`src/design/timer2_consts.svh`:
```
// offsets, reset values and divider counts of the timer 2 capture/reload unit
`ifndef TIMER2_CONSTS_SVH
`define TIMER2_CONSTS_SVH

// ----------------------------------------------------------------
// register offsets (byte addresses)
// ----------------------------------------------------------------
`define T2_ADDR_W        12
`define T2_OFF_CONTROL   12'h000
`define T2_OFF_COUNT_LO  12'h004
`define T2_OFF_COUNT_HI  12'h008
`define T2_OFF_CAP_LO    12'h00C
`define T2_OFF_CAP_HI    12'h010

// ----------------------------------------------------------------
// reset values and count maximum
// ----------------------------------------------------------------
`define T2_CONTROL_RESET 8'h00
`define T2_BYTE_RESET    8'h00
`define T2_COUNT_MAX     16'hFFFF

// ----------------------------------------------------------------
// oscillator divide counts
// ----------------------------------------------------------------
`define T2_TIMER_DIV     12
`define T2_BAUD_DIV      2

`endif

```
`src/design/timer2_pkg.sv`:
```
// types shared by the timer 2 capture/reload unit
package timer2_pkg;

    typedef struct packed {
        logic overflow_flag;
        logic external_event_flag;
        logic rx_clock_select;
        logic tx_clock_select;
        logic external_trigger_enable;
        logic run_control;
        logic count_source_select;
        logic capture_or_reload_select;
    } timer2_control_t;

    typedef enum logic [1:0] {
        MODE_OFF,
        MODE_RELOAD,
        MODE_CAPTURE,
        MODE_BAUD
    } t2_mode_t;

    typedef enum logic [2:0] {
        REG_CONTROL,
        REG_COUNT_LO,
        REG_COUNT_HI,
        REG_CAP_LO,
        REG_CAP_HI,
        REG_NONE
    } t2_reg_t;

endpackage

```
`src/design/falling_edge_sync.sv`:
```
// two-flop synchroniser with falling edge detector
`timescale 1ns/1ps
`default_nettype none

module falling_edge_sync (
    input  wire logic clk,
    input  wire logic rst,
    input  wire logic pin,
    output var  logic fall
);

    logic meta_q;
    logic sync_q;
    logic prev_q;

    // meta_q feeds only sync_q
    always_ff @(posedge clk) begin
        if (rst) begin
            meta_q <= 1'b1;
            sync_q <= 1'b1;
            prev_q <= 1'b1;
        end else begin
            meta_q <= pin;
            sync_q <= meta_q;
            prev_q <= sync_q;
        end
    end

    assign fall = prev_q & ~sync_q;

endmodule

`default_nettype wire

```
`src/design/timer2_capture_reload_unit.sv`:
```
// timer 2: 16-bit timer/counter with capture, auto-reload and baud modes, apb slave
//
// Decided for this implementation: register access over APB and the placing of the registers.
`timescale 1ns/1ps
`default_nettype none
`include "timer2_consts.svh"

module timer2_capture_reload_unit #(
    parameter int TIMER_DIV = `T2_TIMER_DIV,
    parameter int BAUD_DIV  = `T2_BAUD_DIV
) (
    input  wire logic        clk,
    input  wire logic        rst,
    input  wire logic [11:0] paddr,
    input  wire logic        psel,
    input  wire logic        penable,
    input  wire logic        pwrite,
    input  wire logic [31:0] pwdata,
    output var  logic [31:0] prdata,
    output var  logic        pready,
    output var  logic        pslverr,
    input  wire logic        external_count_pin,
    input  wire logic        external_trigger_pin,
    input  wire logic        timer1_overflow,
    input  wire logic        timer2_irq_enable,
    output var  logic        timer2_irq,
    output var  logic        rx_baud_tick,
    output var  logic        tx_baud_tick
);

    // ----------------------------------------------------------------
    // decoding helpers
    // ----------------------------------------------------------------
    function automatic timer2_pkg::t2_reg_t reg_of(input logic [11:0] a);
        timer2_pkg::t2_reg_t r;
        r = timer2_pkg::REG_NONE;
        unique case (a)
            `T2_OFF_CONTROL:  r = timer2_pkg::REG_CONTROL;
            `T2_OFF_COUNT_LO: r = timer2_pkg::REG_COUNT_LO;
            `T2_OFF_COUNT_HI: r = timer2_pkg::REG_COUNT_HI;
            `T2_OFF_CAP_LO:   r = timer2_pkg::REG_CAP_LO;
            `T2_OFF_CAP_HI:   r = timer2_pkg::REG_CAP_HI;
            default:          r = timer2_pkg::REG_NONE;
        endcase
        return r;
    endfunction

    function automatic timer2_pkg::t2_mode_t mode_of(input timer2_pkg::timer2_control_t c);
        timer2_pkg::t2_mode_t m;
        if (!c.run_control) begin
            m = timer2_pkg::MODE_OFF;
        end else if (c.rx_clock_select || c.tx_clock_select) begin
            m = timer2_pkg::MODE_BAUD;
        end else if (c.capture_or_reload_select) begin
            m = timer2_pkg::MODE_CAPTURE;
        end else begin
            m = timer2_pkg::MODE_RELOAD;
        end
        return m;
    endfunction

    function automatic logic write_to(input logic en, input timer2_pkg::t2_reg_t sel,
                                      input timer2_pkg::t2_reg_t target);
        return en && (sel == target);
    endfunction

    // ----------------------------------------------------------------
    // state
    // ----------------------------------------------------------------
    timer2_pkg::timer2_control_t ctrl_q;
    timer2_pkg::t2_mode_t        mode;
    timer2_pkg::t2_reg_t         acc_reg;

    logic [15:0] count_q;
    logic [7:0]  cap_lo_q;
    logic [7:0]  cap_hi_q;
    logic [3:0]  presc_q;
    logic [3:0]  presc_top;
    logic        presc_tick;
    logic        count_fall;
    logic        trig_fall;
    logic        inc;
    logic        ovf;
    logic        trig;
    logic        wr_en;
    logic [31:0] prdata_q;
    logic        pready_q;
    logic        pslverr_q;
    logic        irq_q;
    logic        rx_tick_q;
    logic        tx_tick_q;
    logic [7:0]  wbyte;
    logic [1:0]  pin_bus;
    logic [1:0]  fall_bus;
    logic        wr_ctrl;
    logic        wr_cnt_lo;
    logic        wr_cnt_hi;
    logic        wr_cap_lo;
    logic        wr_cap_hi;

    // ----------------------------------------------------------------
    // pin synchronisers
    // ----------------------------------------------------------------
    assign pin_bus = {external_trigger_pin, external_count_pin};

    generate
        for (genvar i = 0; i < 2; i++) begin : g_sync
            falling_edge_sync u_sync (
                .clk  (clk),
                .rst  (rst),
                .pin  (pin_bus[i]),
                .fall (fall_bus[i])
            );
        end
    endgenerate

    assign count_fall = fall_bus[0];
    assign trig_fall  = fall_bus[1];

    // ----------------------------------------------------------------
    // oscillator prescaler
    // ----------------------------------------------------------------
    assign mode = mode_of(ctrl_q);

    always_comb begin
        if (mode == timer2_pkg::MODE_BAUD) begin
            presc_top = 4'(BAUD_DIV - 1);
        end else begin
            presc_top = 4'(TIMER_DIV - 1);
        end
    end

    assign presc_tick = (mode != timer2_pkg::MODE_OFF) && (presc_q >= presc_top);

    always_ff @(posedge clk) begin
        if (rst) begin
            presc_q <= 4'h0;
        end else if (mode == timer2_pkg::MODE_OFF || presc_tick) begin
            // restarts from zero while stopped, so a start always sees a full period
            presc_q <= 4'h0;
        end else begin
            presc_q <= presc_q + 4'h1;
        end
    end

    // ----------------------------------------------------------------
    // count events
    // ----------------------------------------------------------------
    assign inc = (mode != timer2_pkg::MODE_OFF)
               && (ctrl_q.count_source_select ? count_fall : presc_tick);
    assign ovf = inc && (count_q == `T2_COUNT_MAX);
    assign trig = (mode != timer2_pkg::MODE_OFF)
                && ctrl_q.external_trigger_enable && trig_fall;

    // ----------------------------------------------------------------
    // apb slave
    // ----------------------------------------------------------------
    assign acc_reg = reg_of(paddr);
    assign wr_en   = psel && penable && pready_q && pwrite && !pslverr_q;
    assign wbyte   = pwdata[7:0];

    // ----------------------------------------------------------------
    // write strobes
    // ----------------------------------------------------------------
    assign wr_ctrl   = write_to(wr_en, acc_reg, timer2_pkg::REG_CONTROL);
    assign wr_cnt_lo = write_to(wr_en, acc_reg, timer2_pkg::REG_COUNT_LO);
    assign wr_cnt_hi = write_to(wr_en, acc_reg, timer2_pkg::REG_COUNT_HI);
    assign wr_cap_lo = write_to(wr_en, acc_reg, timer2_pkg::REG_CAP_LO);
    assign wr_cap_hi = write_to(wr_en, acc_reg, timer2_pkg::REG_CAP_HI);

    always_ff @(posedge clk) begin
        if (rst) begin
            pready_q  <= 1'b0;
            pslverr_q <= 1'b0;
            prdata_q  <= 32'h0000_0000;
        end else if (psel && !penable && !pready_q) begin
            // read data and error are latched in the setup cycle
            pready_q  <= 1'b1;
            pslverr_q <= (acc_reg == timer2_pkg::REG_NONE);
            unique case (acc_reg)
                timer2_pkg::REG_CONTROL:  prdata_q <= {24'h00_0000, ctrl_q};
                timer2_pkg::REG_COUNT_LO: prdata_q <= {24'h00_0000, count_q[7:0]};
                timer2_pkg::REG_COUNT_HI: prdata_q <= {24'h00_0000, count_q[15:8]};
                timer2_pkg::REG_CAP_LO:   prdata_q <= {24'h00_0000, cap_lo_q};
                timer2_pkg::REG_CAP_HI:   prdata_q <= {24'h00_0000, cap_hi_q};
                timer2_pkg::REG_NONE:     prdata_q <= 32'h0000_0000;
            endcase
        end else begin
            pready_q  <= 1'b0;
            pslverr_q <= 1'b0;
        end
    end

    // ----------------------------------------------------------------
    // control register and flags
    // ----------------------------------------------------------------
    always_ff @(posedge clk) begin
        if (rst) begin
            ctrl_q <= `T2_CONTROL_RESET;
        end else begin
            if (wr_ctrl) begin
                ctrl_q <= wbyte;
            end
            // hardware set wins over a software clear in the same cycle
            if (ovf && mode != timer2_pkg::MODE_BAUD) begin
                ctrl_q.overflow_flag <= 1'b1;
            end
            if (trig) begin
                ctrl_q.external_event_flag <= 1'b1;
            end
        end
    end

    // ----------------------------------------------------------------
    // counter
    // ----------------------------------------------------------------
    always_ff @(posedge clk) begin
        if (rst) begin
            count_q <= {`T2_BYTE_RESET, `T2_BYTE_RESET};
        end else if (wr_cnt_lo) begin
            // a software write beats a same-cycle increment or reload
            count_q[7:0] <= wbyte;
        end else if (wr_cnt_hi) begin
            count_q[15:8] <= wbyte;
        end else begin
            unique case (mode)
                timer2_pkg::MODE_OFF: begin
                    count_q <= count_q;
                end
                timer2_pkg::MODE_CAPTURE: begin
                    if (inc) begin
                        count_q <= count_q + 16'h0001;
                    end
                end
                timer2_pkg::MODE_RELOAD: begin
                    if (ovf || trig) begin
                        count_q <= {cap_hi_q, cap_lo_q};
                    end else if (inc) begin
                        count_q <= count_q + 16'h0001;
                    end
                end
                timer2_pkg::MODE_BAUD: begin
                    // a trigger edge only sets the flag here, never reloads
                    if (ovf) begin
                        count_q <= {cap_hi_q, cap_lo_q};
                    end else if (inc) begin
                        count_q <= count_q + 16'h0001;
                    end
                end
            endcase
        end
    end

    // ----------------------------------------------------------------
    // capture registers
    // ----------------------------------------------------------------
    always_ff @(posedge clk) begin
        if (rst) begin
            cap_lo_q <= `T2_BYTE_RESET;
            cap_hi_q <= `T2_BYTE_RESET;
        end else if (trig && mode == timer2_pkg::MODE_CAPTURE) begin
            // a pin capture beats a same-cycle software write
            cap_lo_q <= count_q[7:0];
            cap_hi_q <= count_q[15:8];
        end else if (wr_cap_lo) begin
            cap_lo_q <= wbyte;
        end else if (wr_cap_hi) begin
            cap_hi_q <= wbyte;
        end
    end

    // ----------------------------------------------------------------
    // interrupt request and serial clock sources
    // ----------------------------------------------------------------
    always_ff @(posedge clk) begin
        if (rst) begin
            irq_q <= 1'b0;
        end else begin
            irq_q <= timer2_irq_enable
                  && (ctrl_q.overflow_flag || ctrl_q.external_event_flag);
        end
    end

    always_ff @(posedge clk) begin
        if (rst) begin
            rx_tick_q <= 1'b0;
            tx_tick_q <= 1'b0;
        end else begin
            rx_tick_q <= ctrl_q.rx_clock_select ? ovf : timer1_overflow;
            tx_tick_q <= ctrl_q.tx_clock_select ? ovf : timer1_overflow;
        end
    end

    // ----------------------------------------------------------------
    // outputs
    // ----------------------------------------------------------------
    assign prdata       = prdata_q;
    assign pready       = pready_q;
    assign pslverr      = pslverr_q;
    assign timer2_irq   = irq_q;
    assign rx_baud_tick = rx_tick_q;
    assign tx_baud_tick = tx_tick_q;

endmodule

`default_nettype wire

```
`config.mk`:
```
export PLATFORM = sky130hd
export DESIGN_NAME = timer2_capture_reload_unit
export DESIGN_NICKNAME = d
export VERILOG_FILES = /design/src/design/timer2_pkg.sv /design/src/design/falling_edge_sync.sv /design/src/design/timer2_capture_reload_unit.sv
export VERILOG_INCLUDE_DIRS = /design/src /design/src/design
export SDC_FILE = /design/constraint.sdc
export NUM_CORES = 1
export LEC_CHECK = 0
export BUFFER_PORTS_ARGS = -buffer_cell sky130_fd_sc_hd__buf_4
export CORE_ASPECT_RATIO = 0.8
export CORE_UTILIZATION = 45
export DETAILED_ROUTE_END_ITERATION = 12
export GPL_ROUTABILITY_DRIVEN = 1
export GPL_TIMING_DRIVEN = 1
export HOLD_SLACK_MARGIN = 0.12
export PLACE_DENSITY = 0.71
export SLEW_MARGIN = 5
export SYNTH_ARGS = -nofsm -noshare
export SYNTH_HDL_FRONTEND = slang
export SYNTH_HIERARCHICAL = 1
export SYNTH_SLANG_ARGS = --single-unit
```
`constraint.sdc`:
```
create_clock -name clk -period 2.37 [get_ports clk]
set_input_delay 0.474 -clock clk [delete_from_list [all_inputs] [get_ports clk]]
set_output_delay 0.474 -clock clk [all_outputs]
set_load 0.01 [all_outputs]
```
Word level (Yosys, flattened, before mapping)
Index checks and enable logic that the tools add are counted.
{"block": "word_totals", "out_inout_bits": 37, "word_cells": 116, "register_bits": 87, "inputBits": 53}
{"block": "classes", "mux": 25, "add_sub_neg": 2, "n_bitwise": 6, "n_lt_le_gt_ge": 1, "n_eq_ne": 18, "reduce_logical": 39}
{"op": "case mux 32 bit (6 select lines)", "count": 1}
{"op": "two-way mux 8 bit", "count": 9}
{"op": "two-way mux 16 bit", "count": 3}
{"op": "case mux 16 bit (3 select lines)", "count": 1}
{"op": "equality test 12 x 4 -> 1 bit, second input constant", "count": 2}
{"op": "logical AND 1 bit", "count": 19}
{"op": "adder 16 x 1 -> 16 bit, second input constant", "count": 1}
{"op": "equality test 16 bit, second input constant", "count": 1}
{"op": "case mux 3 bit (5 select lines)", "count": 1}
{"op": "equality test 12 x 3 -> 1 bit, second input constant", "count": 1}
{"op": "equality test 12 x 5 -> 1 bit, second input constant", "count": 1}
{"op": "zero test 12 bit", "count": 1}
{"op": "nonzero test 2 bit", "count": 5}
{"op": "!= test 2 bit, second input constant", "count": 4}
{"op": "equality test 3 x 2 -> 1 bit, second input constant", "count": 2}
{"op": "equality test 3 bit, second input constant", "count": 2}
{"op": "two-way mux 1 bit", "count": 6}
{"op": "two-way mux 2 bit", "count": 3}
{"op": "AND reduction 2 bit", "count": 3}
{"op": "adder 4 x 1 -> 4 bit, second input constant", "count": 1}
{"op": "equality test 2 bit, second input constant", "count": 2}
{"op": ">= comparator 4 bit", "count": 1}
{"op": "logical OR 1 bit", "count": 4}
{"op": "two-way mux 4 bit", "count": 1}
{"op": "other kinds (9)", "count": 16}

Logic depth before layout (Yosys ltp)
Gate-level depths: netlist of the first run.
{"block": "logic_depth", "ltp_word": 15, "mapped_depth": 11}

By module
Netlist of the first run, hierarchy kept.
{"module": "timer2_capture_reload_unit", "cells_per_inst": 462, "instances": 1, "area_per_inst_um2": 3727.3}
{"module": "falling_edge_sync", "cells_per_inst": 7, "instances": 2, "area_per_inst_um2": 85.1}

Worst setup path after synthesis of the first run
Ideal clock, no wire load.
{"block": "synth_timing", "path_type": "register to register", "start": "register ctrl_q[2] in the netlist's numbering", "end": "register count_q[11]", "path_buffers": 2, "stages_incl_launch_ff": 12, "setup_time_ns": 0.140, "arrival_time_ns": 2.414, "synth_period_minus_slack_ns": 2.553, "path_slack_ns": -0.183, "path_cell_list": "dfxtp_1 > buf_2 > inv_1 > nor2_1 > ha_1 > a211o_1 > a32oi_1 > buf_2 > nor3_1 > or4_1 > o211ai_1 > a221oi_1"}
{"block": "synth_between", "elab_chain_len": 12, "elab_cells_between_ends": 22}
{"element": "start, declared", "line": "timer2_capture_reload_unit.sv:70", "rtl": "timer2_pkg::timer2_control_t ctrl_q;"}
{"element": "start signal, assigned", "line": "timer2_capture_reload_unit.sv:199", "rtl": "ctrl_q <= `T2_CONTROL_RESET;"}
{"element": "start signal, assigned", "line": "timer2_capture_reload_unit.sv:202", "rtl": "ctrl_q <= wbyte;"}
{"element": "two-way mux 2 bit (*)", "line": "timer2_capture_reload_unit.sv:50", "rtl": "if (!c.run_control) begin"}
{"element": "equality test 2 bit", "line": "timer2_capture_reload_unit.sv:126, timer2_capture_reload_unit.sv:226"}
{"element": "two-way mux 4 bit", "line": "timer2_capture_reload_unit.sv:126", "rtl": "if (mode == timer2_pkg::MODE_BAUD) begin"}
{"element": ">= comparator 4 bit", "line": "timer2_capture_reload_unit.sv:133", "rtl": "assign presc_tick = (mode != timer2_pkg::MODE_OFF) && (presc_q >= presc_top);"}
{"element": "logical AND 1 bit", "line": "timer2_capture_reload_unit.sv:133"}
{"element": "two-way mux 1 bit", "line": "timer2_capture_reload_unit.sv:150", "rtl": "&& (ctrl_q.count_source_select ? count_fall : presc_tick);"}
{"element": "logical AND 1 bit", "line": "timer2_capture_reload_unit.sv:150"}
{"element": "logical AND 1 bit", "line": "timer2_capture_reload_unit.sv:151", "rtl": "assign ovf = inc && (count_q == `T2_COUNT_MAX);"}
{"element": "logical OR 1 bit", "line": "timer2_capture_reload_unit.sv:236", "rtl": "if (ovf || trig) begin"}
{"element": "two-way mux 16 bit", "line": "timer2_capture_reload_unit.sv:236"}
{"element": "case mux 16 bit (3 select lines)", "line": "timer2_capture_reload_unit.sv:226", "rtl": "unique case (mode)"}
{"element": "two-way mux 8 bit", "line": "timer2_capture_reload_unit.sv:223", "rtl": "end else if (wr_cnt_hi) begin"}
{"element": "end signal, assigned", "line": "timer2_capture_reload_unit.sv:224", "rtl": "count_q[15:8] <= wbyte;"}
{"element": "end signal, assigned", "line": "timer2_capture_reload_unit.sv:228", "rtl": "count_q <= count_q;"}
{"element": "end signal, assigned", "line": "timer2_capture_reload_unit.sv:237", "rtl": "count_q <= {cap_hi_q, cap_lo_q};"}
{"element": "end, declared", "line": "timer2_capture_reload_unit.sv:74", "rtl": "logic [15:0] count_q;"}
Mark *: on every way between the ends. The rest lies on a longest branch, timed or not.
A chain may end at the register's enable or synchronous reset.

Worst setup path in the final report of the first run
{"block": "layout_timing", "start": "register ctrl_q[5] in the netlist's numbering", "end": "register count_q[9]"}
{"block": "layout_between", "elab_chain_len": 14, "elab_cells_between_ends": 24}
{"element": "logical OR 1 bit (*)", "line": "timer2_capture_reload_unit.sv:52", "rtl": "end else if (c.rx_clock_select || c.tx_clock_select) begin"}
{"element": "two-way mux 2 bit (*)", "line": "timer2_capture_reload_unit.sv:52"}
{"element": "two-way mux 2 bit (*)", "line": "timer2_capture_reload_unit.sv:50"}
{"element": "equality test 2 bit", "line": "timer2_capture_reload_unit.sv:126, timer2_capture_reload_unit.sv:226"}
{"element": "two-way mux 4 bit", "line": "timer2_capture_reload_unit.sv:126"}
{"element": ">= comparator 4 bit", "line": "timer2_capture_reload_unit.sv:133"}
{"element": "logical AND 1 bit", "line": "timer2_capture_reload_unit.sv:133"}
{"element": "two-way mux 1 bit", "line": "timer2_capture_reload_unit.sv:150"}
{"element": "logical AND 1 bit", "line": "timer2_capture_reload_unit.sv:150"}
{"element": "logical AND 1 bit", "line": "timer2_capture_reload_unit.sv:151"}
{"element": "logical OR 1 bit", "line": "timer2_capture_reload_unit.sv:236"}
{"element": "two-way mux 16 bit", "line": "timer2_capture_reload_unit.sv:236"}
{"element": "case mux 16 bit (3 select lines)", "line": "timer2_capture_reload_unit.sv:226"}
{"element": "two-way mux 8 bit", "line": "timer2_capture_reload_unit.sv:223"}
Marked as above.

==> results of run 1 <==
power by group:
part / internal (mW) / switching [mW]
sequential: 1.06 / 0.00228
combinational: 0.0539 / 0.0888
clock: 0.378 / 0.467
cells by family after synthesis:
family                   after synthesis  synth area share, %
XOR/XNOR                              11                2.472
other                                  1              0.09622
AO/OA/AOI/OAI                        120                20.23
adder cells (fa/ha/maj)                4                1.284
flip-flops                            63                32.36
buffers and inverters                 62                9.663
multiplexers                          36                9.342
AND/OR/NAND/NOR                      179                24.56
stage by stage:
stage / TNS (ns) / total power [mW] / util, % / cells
2_1_floorplan: 0 / 1.190 / - / 499
3_3_place_gp: -0.01686 / 1.228 / 54.39 / 634
3_5_place_dp: -0.1813 / 1.231 / 54.39 / 634
4_1_cts: 0 / 2.071 / 56.81 / 651
5_1_grt: -0.7075 / 2.131 / 59.08 / 655
6_report: 0 / 2.055 / 59.08 / 655
final cells by class:
| type | count | area (um^2) | share of cell area [%] |
|---|---|---|---|
| clock buffers | 9 | 123.9 | 2.568 |
| clock inverters | 7 | 50.05 | 1.038 |
| inverters | 4 | 15.01 | 0.3113 |
| multi-input cells | 374 | 2496 | 51.75 |
| flip-flops and latches | 63 | 1265 | 26.23 |
| well taps | 108 | 135.1 | 2.802 |
| repair buffers | 90 | 738.2 | 15.30 |
flip-flops by register name (all words and copies together) (netlist names):
name                  count
pslverr                   1
presc_q                   4
ctrl_q                    8
count_q                  16
cap_hi_q                  8
pready                    1
timer2_irq                1
prdata                    8
cap_lo_q                  8
tx_baud_tick              1
rx_baud_tick              1
g_sync.u_sync/prev_q      2
g_sync.u_sync/sync_q      2
g_sync.u_sync/meta_q      2
cell usage after synthesis, drive strengths merged, types with 4 or more instances:
cell type,count,area (um^2)
a21oi,32,160.2
or3,13,81.33
nor3,6,35.03
buf,38,284.0
inv,4,15.01
nor4,6,71.32
xnor2,6,52.55
dfxtp,63,1261
a211oi,31,237.7
ha,4,50.05
o21ai,25,125.1
a211o,9,78.83
nor2b,4,25.02
mux2i,33,330.3
nand3,15,75.07
or2,7,43.80
nand2,32,120.1
xor2,5,43.79
and3,7,43.79
nand4,7,43.79
clkbuf,20,77.57
nor2,62,259.0
repair_timing:
item | 4_1_cts | 5_1_grt
cloned | 0 | 1
gates resized for setup | 3 | 31
pin swaps | 0 | 6
endpoints found under the setup margin | 7 | 18
buffers inserted | 1 | 3
cells in the final DEF, fill, tap and decap left out, types with 4 or more instances in the layout:
cell type / synthesis / final
buf_4: 24 / 84
dfxtp_1: 63 / 60
nor2_1: 59 / 57
mux2i_1: 33 / 32
a21oi_1: 32 / 32
nand2_1: 32 / 31
a211oi_1: 30 / 27
conb_1: 1 / 24
o21ai_0: 19 / 18
or3_1: 13 / 13
nand3_1: 15 / 12
a211o_1: 9 / 9
clkbuf_8: 0 / 9
and3_1: 7 / 7
nand4_1: 7 / 7
o21ai_1: 6 / 7
xnor2_1: 6 / 6
or2_1: 6 / 6
xor2_1: 5 / 5
nor2_4: 1 / 4
a211oi_2: 1 / 4
critical path, cell delays in order, from the launching register on:
cell,delay [ns]
dfxtp_2,0.36
nor2_4,0.05
nor2_4,0.13
ha_4,0.21
a211o_1,0.31
a32oi_4,0.39
nor3_2,0.12
a2111o_1,0.47
o211ai_1,0.11
a221oi_1,0.10
path summary, 6_finish.rpt:
kind                                                         start                                 end  slack, ns  cells past startpoint
worst min-delay path                          external_trigger_pin  g_sync[1].u_sync/meta_q$_SDFF_PP1_       0.30                      2
worst max register to register              ctrl_q[5]$_SDFFE_PP0P_             count_q[9]$_SDFFE_PP0P_      0.004                      9
worst min register to register  g_sync[0].u_sync/meta_q$_SDFF_PP1_  g_sync[0].u_sync/sync_q$_SDFF_PP1_       0.41                      1
worst max-delay path                        ctrl_q[5]$_SDFFE_PP0P_             count_q[9]$_SDFFE_PP0P_      0.004                      9
per-layer routing:
layer	vias up	GRT usage, %	routed length, um
met1	1855	36.29	5210
met2	219	39.93	5116
li1	1815	-	-
met4	0	9.722	351
met5	-	0	0
met3	35	6.375	1104
==> impl_results.md, run 1 <==
* Clock sink total at 63
* Cells after Synth at 476
* Via count at 3924
* Layout area overhead at 23.76%
* Clk Latency, worst-skew pair at 0.35 ns
* Largest net degree at the start of global routing at 35
* Cell Area, Synth at 0.003897 mm^2
* Outcome: completed
* Port buffer count at 41
* Number of I/O pins at 90
* Sequential fraction of the synthesis area at 32.36%
* Detailed Routing Iterations Pass 1 at 5
* CTS Buffer Depth at 2
* Setup Skew at 0.01088 ns
* Routed wire per std cell at 17.99 um
* Fin crit period at 2.366 ns
* DRT Wirelength at 11.78 mm
* Yosys reg bits at 63
* Asr flop ratio synth at 0%
* Post-route antenna net violation count at 0
* DRC viols at 0
* WHS at 0.2992 ns
* Final worst-path setup slack at 0.004295 ns
* Final period util at 99.82%
* Core Rows at 29
* Critical Path Sink Type: flip-flop
* Vias in the first global route at 3616
* Initial antenna violation count at 0
* Placement Setup Slack at -0.05976 ns
* Detailed Route Iter0 Violations at 372
* Share of layout cells above drive strength 1 at 26.87%
* Fin area at 0.004823 mm^2
* Max-slew violations at 0
* GP Congestion at 0.9035
* Reg clk slew, reported paths at 0.07 ns
* H-tree Lvls at 3
* Post-synth EDFFs at 0
* Pleak at 1.954 nW
* Worst hold path class: primary input to flip-flop
* Unique masters post-synth at 60
* Starting Density at 47.74%
* Crit path max fanout at 4
* Cts-stage hold buffer count at 0
* Total CTS buffers at 9
* HPWL Detailed at 8.191 mm
* Nets at 599
* RSZ-0062 raised after global routing: yes
* Crit start category: flip-flop
* Die extent in x at 106.1 um
* Endpoints failing setup at 0
* Gr usage total at 26.34%
* Power Dens Cells at 426.0 mW/mm^2
* CTS tree: done
* Global-route wire length before repair at 18.46 mm
* Die area at 0.009040 mm^2
* Critical Path AT at 2.59 ns
* Placed Area at 0.004441 mm^2
* Yosys warns at 6
* Grt ovf at 0
* Max Clock Freq at 422.7 MHz
* Post-synth top flop: dfxtp_1
* IR drop worst, VDD at 0.3064 mV
* Setup CP Type: flip-flop to flip-flop
* Via density at 5.991
* Final Hold Vio Count at 0
* Diode count at 0
* Die height at 85.24 um
* Max Cap Viol at 0
* Worst EP required at 2.59 ns
* Clock Tree Root: clkbuf_8
* Core area at 0.008164 mm^2
* Syn Area/Cell at 8.188 um^2
* Filler Cell Count at 736
Power figures use the tool's default switching activity.
==> run 2, diff against run 1 <==
--- a/config.mk
+++ b/config.mk
@@ -8,7 +8,9 @@
 export LEC_CHECK = 0
 export BUFFER_PORTS_ARGS = -buffer_cell sky130_fd_sc_hd__buf_4
 export CORE_ASPECT_RATIO = 0.8
+export CORE_MARGIN = 2
 export CORE_UTILIZATION = 45
+export CTS_BUF_LIST = sky130_fd_sc_hd__clkbuf_4
 export DETAILED_ROUTE_END_ITERATION = 12
 export GPL_ROUTABILITY_DRIVEN = 1
 export GPL_TIMING_DRIVEN = 1
==> run 2 against run 1 <==
The run now ends with setup timing left. Die area grew 4.3%. Utilization shrank 3.2 points. Sequential power is essentially flat. Maximum frequency fell by 3.4%. First-iteration DRC count is 16% lower. Register-to-register slack worse by 0.08 ns.
==> impl_results.md, run 2 (synthesized netlist as in run 1, its figures left out) <==
* Via count at 3823 (-2.6%)
* Setup Skew at 0.01313 ns (+0.002246 ns)
* Detailed Routing Iterations Pass 1 at 5 (unchanged)
* Number of I/O pins at 90 (unchanged)
* H-tree Lvls at 3 (unchanged)
* Max Clock Freq at 408.4 MHz (-3.4%)
* Worst hold stages at 2 (unchanged)
* Share of layout cells above drive strength 1 at 25.23% (-1.6 points)
* Critical Path AT at 2.74 ns (+0.15 ns)
* Nets at 595 (-0.67%)
* Tot Pwr at 2.079 mW (+1.2%)
* Filler Cell Count at 801 (+8.8%)
* Crit path max fanout at 4 (unchanged)
* Max Cap Viol at 0 (unchanged)
* Setup CP Type: flip-flop to flip-flop
* Max-slew violations at 0 (unchanged)
* Initial antenna violation count at 1 (+1)
* HPWL Detailed at 8.233 mm (+0.51%)
* Detailed Route Iter0 Violations at 314 (-16%)
* Reg clk slew, reported paths at 0.12 ns (+0.05 ns)
* Endpoints failing setup at 2 (+2)
* Worst EP required at 2.67 ns (+0.08 ns)
* Via density at 5.837 (-2.6%)
* Power Dens Cells at 440.6 mW/mm^2 (+3.4%)
* Pleak at 1.918 nW (-1.9%)
* Placement Setup Slack at -0.02973 ns (+0.03003 ns)
* Critical Path Sink Type: flip-flop
* Vias in the first global route at 3500 (-3.2%)
* Number of flip-flops under the largest register name at 16 (unchanged)
* Post-route antenna net violation count at 0 (unchanged)
* Relative slew slack at 59.59%
* Clock Tree Root: clkbuf_4
* CTS tree: done
* Layout area overhead at 21.09%
* Diode count at 0 (unchanged)
* Largest Register: count_q
* Outcome: finished with violations
* DRC viols at 0 (unchanged)
* Global-route wire length before repair at 18.13 mm (-1.8%)
* Worst hold path class: primary input to flip-flop
* IR drop worst, VDD at 0.2812 mV (-8.2%)
* Clk Latency, worst-skew pair at 0.44 ns (+0.09 ns)
* Hold Crit Start: external_count_pin
* Most common cell after layout, fill and taps aside: buf_4
* Gr usage total at 25.26% (-1.1 points)
* Total CTS buffers at 9 (unchanged)
* Core area at 0.008446 mm^2 (+3.4%)
* FF-to-FF setup slack at -0.08 ns (-0.08 ns)
* Failing checks: setup timing
* Worst Setup EP: count_q[11]$_SDFFE_PP0P_
* Reg2reg start: ctrl_q[5]$_SDFFE_PP0P_
* Final worst-path setup slack at -0.07854 ns (-0.08283 ns)
* Port buffer count at 41 (unchanged)
* Grt ovf at 0 (unchanged)
* Final period util at 103.3% (+3.5 points)
* Core Rows at 30 (+3.4%)
* Slew at the pin with the worst max-slew slack at 0.6048 ns
* Crit start category: flip-flop
* Die height at 87.24 um (+2.3%)
* Largest net degree at the start of global routing at 40 (+14%)
* Cts-stage hold buffer count at 0 (unchanged)
* RR Endpoint: count_q[11]$_SDFFE_PP0P_
* Clock sink total at 63 (unchanged)
* Final Hold Vio Count at 0 (unchanged)
* Cells on worst reg2reg path at 11 (+2)
* Die area at 0.009426 mm^2 (+4.3%)
* Leading cell types in the layout, fill and taps excluded: buf_4, dfxtp_1, nor2_1
* Routed wire per std cell at 17.76 um (-1.2%)
* RSZ-0062 raised after global routing: yes
* DRT Wirelength at 11.64 mm (-1.2%)
* Crit path launch: ctrl_q[5]$_SDFFE_PP0P_
* Die extent in x at 108.1 um (+1.9%)
* CTS Buffer Depth at 2 (unchanged)
* Starting Density at 46.15% (-1.6 points)
* GP Congestion at 0.9611 (+6.4%)
* Fin crit period at 2.449 ns (+0.08283 ns)
run 2: changes by cell type in the layout (fill, tap and decap cells not counted), moves of 2 or more:
| cell | change |
|---|---|
| clkbuf_4 | +9 |
| buf_12 | -2 |
| nand3_2 | -3 |
| clkbuf_8 | -9 |
| a211oi_2 | -2 |
| nand3_1 | +3 |
| bufinv_16 | +2 |
| a211oi_1 | +2 |
run 2: how the worst min path moves through the flow:
stage | endpoint | slack, ns
3_5_place_dp | g_sync[0].u_sync/sync_q$_SDFF_PP1_ | 0.40
2_1_floorplan | g_sync[0].u_sync/sync_q$_SDFF_PP1_ | 0.39
3_3_place_gp | g_sync[0].u_sync/sync_q$_SDFF_PP1_ | 0.39
4_1_cts | g_sync[0].u_sync/meta_q$_SDFF_PP1_ | 0.20
5_1_grt | g_sync[1].u_sync/meta_q$_SDFF_PP1_ | 0.20
6_report | g_sync[0].u_sync/meta_q$_SDFF_PP1_ | 0.21
run 2: per-layer routing:
metal  track usage, %  part of all wire (%)  vias up  wire length (um)
met2            39.62                    45      163              5237
met4            6.177                   1.3        2               155
met3            5.984                   7.7       19               891
met5                0                  0.10        -                12
li1                 -                     -     1815                 -
met1            35.19                    46     1824              5337
run 2: cell type report:
cell class | instances | area [um^2] | area share, %
Multi-Input combinational cell | 374 | 2472 | 52.39
Sequential cell | 63 | 1265 | 26.80
Timing Repair Buffer | 86 | 661.9 | 14.02
Tap cell | 112 | 140.1 | 2.969
Clock inverter | 7 | 97.59 | 2.068
Clock buffer | 9 | 67.56 | 1.432
Inverter | 4 | 15.01 | 0.3181
run 2: report_power, final:
| part | leakage [nW] | internal [mW] | switching [mW] |
|---|---|---|---|
| sequential | 0.511 | 1.07 | 0.00264 |
| combinational | 1.32 | 0.0528 | 0.0873 |
| clock | 0.0821 | 0.428 | 0.443 |
run 2: repair_timing:
action                                 in CTS  in global routing
endpoints found under the hold margin       0                  0
resized for setup                           6                 19
setup endpoints to repair                  10                 16
pin swaps                                   0                  5
buffers inserted                            0                  2
run 2: stage by stage:
step           area (um^2)  std cells  hold slack, ns  util, %  setup TNS (ns)
2_1_floorplan         4000        499          0.3854        -               0
3_3_place_gp          4413        637          0.3895    52.25               0
3_5_place_dp          4413        637          0.3952    52.25        -0.07138
4_1_cts               4604        653          0.2047    54.52               0
5_1_grt               4720        655          0.1981    55.88         -0.6290
6_report              4720        655          0.2077    55.88        -0.09760
run 2: worst max-delay path, stage by stage (launching register included):
cell and delay [ns]:
dfxtp_2 0.38, nor2_4 0.05, nor2_4 0.13, ha_4 0.21
a211o_1 0.32, a32oi_4 0.37, buf_4 0.17, buf_4 0.13
nor2_1 0.05, o21ba_2 0.21, o21ai_0 0.17, a221oi_1 0.11
==> run 3, diff against run 2 <==
--- a/config.mk
+++ b/config.mk
@@ -9,13 +9,12 @@
 export BUFFER_PORTS_ARGS = -buffer_cell sky130_fd_sc_hd__buf_4
 export CORE_ASPECT_RATIO = 0.8
 export CORE_MARGIN = 2
-export CORE_UTILIZATION = 45
+export CORE_UTILIZATION = 35
 export CTS_BUF_LIST = sky130_fd_sc_hd__clkbuf_4
 export DETAILED_ROUTE_END_ITERATION = 12
 export GPL_ROUTABILITY_DRIVEN = 1
 export GPL_TIMING_DRIVEN = 1
 export HOLD_SLACK_MARGIN = 0.12
-export PLACE_DENSITY = 0.71
 export SLEW_MARGIN = 5
 export SYNTH_ARGS = -nofsm -noshare
 export SYNTH_HDL_FRONTEND = slang
==> run 3 against run 2 <==
The run still ends with setup timing left. Total power decreased by 7.8%. Critical path depth down 1. Clock skew is essentially flat. Non-clock buffer count grew 5. Global-route usage is 4.4 points lower. Utilization is 11 points lower. Setup slack improved by 0.056 ns. Clock power is 19% lower. Critical endpoint is now count_q[7]$_SDFFE_PP0P_. Largest cell class unchanged. Largest power group unchanged.
==> impl_results.md, run 3 (synthesized netlist as in run 1, its figures left out) <==
* Outcome: finished with violations
* Failing checks: setup timing
* Setup CP Type: flip-flop to flip-flop
* Fin crit period at 2.392 ns (-0.05619 ns)
* Die extent in x at 122.0 um (+13%)
* Vias in the first global route at 3702 (+5.8%)
* Routed wire per std cell at 17.73 um (-0.21%)
* DRC viols at 0 (unchanged)
* Layout area overhead at 23.53%
* Filler Cell Count at 1097 (+37%)
* Setup TNS Final at -0.02826 ns (+0.06934 ns)
* Post-route antenna net violation count at 0 (unchanged)
* Tot Pwr at 1.918 mW (-7.8%)
* Reg clk slew, reported paths at 0.11 ns (about the same)
* Port buffer count at 41 (unchanged)
* Endpoints failing setup at 2 (unchanged)
* Leading cell types in the layout, fill and taps excluded: buf_4, dfxtp_1, nor2_1
* Setup Skew at 0.01314 ns (+0.000008000 ns)
* Max Clock Freq at 418.0 MHz (+2.3%)
* Largest Register: count_q
* Clock Tree Root: clkbuf_4
* Initial antenna violation count at 0 (-1)
* Worst EP required at 2.73 ns (+0.06 ns)
* Most common cell after layout, fill and taps aside: buf_4
* Clock sink total at 63 (unchanged)
* Total CTS buffers at 9 (unchanged)
* Number of flip-flops under the largest register name at 16 (unchanged)
* CTS Buffer Depth at 2 (unchanged)
* HPWL Detailed at 8.860 mm (+7.6%)
* Worst hold path class: primary input to flip-flop
* Max-slew violations at 0 (unchanged)
* Die area at 0.01200 mm^2 (+27%)
* Detailed Routing Iterations Pass 1 at 5 (unchanged)
* Global-route wire length before repair at 19.46 mm (+7.3%)
* Post-Layout Cell Count at 691 (+5.5%)
* Final period util at 100.9% (-2.4 points)
* Core Rows at 34 (+13%)
* Cells after DPL at 676 (+6.1%)
* Core area at 0.01085 mm^2 (+28%)
* Clk Latency, worst-skew pair at 0.43 ns (about the same)
* Placed Area at 0.004531 mm^2 (+2.7%)
* Fin area at 0.004815 mm^2 (+2.0%)
* Grt ovf at 0 (unchanged)
* Final Hold Vio Count at 0 (unchanged)
* Via density at 5.541 (-5.1%)
* Largest net degree at the start of global routing at 35 (-13%)
* Diode count at 0 (unchanged)
* Nets at 600 (+0.84%)
* Crit path max fanout at 5 (+1)
* CTS tree: done
* RSZ-0062 raised after global routing: yes
* Max Cap Viol at 0 (unchanged)
* GP Congestion at 0.9297 (-3.3%)
* Via count at 3829 (+0.16%)
* Crit start category: flip-flop
* Gr usage total at 20.81% (-4.4 points)
* IR drop worst, VDD at 0.3119 mV (+11%)
* Final worst-path setup slack at -0.02235 ns (+0.05619 ns)
* Detailed Route Iter0 Violations at 368 (+17%)
* Placement Setup Slack at -0.09870 ns (-0.06897 ns)
* Cts-stage hold buffer count at 0 (unchanged)
* Pleak at 1.975 nW (+3.0%)
* Die height at 98.39 um (+13%)
* H-tree Lvls at 3 (unchanged)
* Starting Density at 35.93% (-10 points)
* Power Dens Cells at 398.3 mW/mm^2 (-9.6%)
* Critical Path AT at 2.75 ns (about the same)
* Number of I/O pins at 90 (unchanged)
* Share of layout cells above drive strength 1 at 26.33% (+1.1 points)
* DRT Wirelength at 12.25 mm (+5.3%)
* Critical Path Sink Type: flip-flop
[run 3: routing by layer]
| metal | wire (um) | up-vias | track usage, % |
|---|---|---|---|
| met4 | 212 | 0 | 5.305 |
| met5 | 0 | - | 0 |
| li1 | - | 1811 | - |
| met1 | 5888 | 1825 | 30.80 |
| met2 | 5194 | 171 | 30.25 |
| met3 | 953 | 22 | 4.731 |
[run 3: worst paths after layout]
check                                           from                                  to  slack, ns  cells after the start
setup reg to reg              ctrl_q[5]$_SDFFE_PP0P_             count_q[7]$_SDFFE_PP0P_      -0.02                     10
hold / removal                  external_trigger_pin  g_sync[1].u_sync/meta_q$_SDFF_PP1_       0.23                      2
hold reg to reg   g_sync[1].u_sync/meta_q$_SDFF_PP1_  g_sync[1].u_sync/sync_q$_SDFF_PP1_       0.41                      1
setup / recovery              ctrl_q[5]$_SDFFE_PP0P_             count_q[7]$_SDFFE_PP0P_      -0.02                     10
[run 3: cell type report]
cell class | count | area, um^2 | share of cell area (%)
well taps | 144 | 180.2 | 3.742
flip-flops and latches | 63 | 1265 | 26.27
repair buffers | 91 | 740.7 | 15.38
multi-input cells | 374 | 2494 | 51.79
inverters | 4 | 15.01 | 0.3119
clock inverters | 6 | 52.55 | 1.091
clock buffers | 9 | 67.56 | 1.403
[run 3: timing repair]
action,in CTS,in global routing
setup buffers,1,0
resized for setup,15,17
pin swaps,5,11
endpoints found under the setup margin,13,15
[run 3: power by group]
group / switching, mW / internal [mW]
registers: 0.00240 / 1.07
clock network: 0.401 / 0.303
logic: 0.0913 / 0.0538
[run 3: worst max-delay path: stages, from the launching register on]
cell     delay (ns)
dfxtp_2        0.37
nor2_4         0.05
nor2_4         0.15
ha_4           0.21
a211o_1        0.34
a32oi_4        0.30
nor4_4         0.10
or2_4          0.27
buf_12         0.14
a211o_1        0.25
o22ai_1        0.14
[run 3: stage by stage]
| stage | hold WS [ns] | util, % |
|---|---|---|
| finish | 0.2276 | 44.38 |
| floorplan | 0.3854 | - |
| global route | 0.2121 | 44.38 |
| global placement | 0.3881 | 41.76 |
| CTS | 0.1971 | 43.59 |
| detailed placement | 0.3930 | 41.76 |
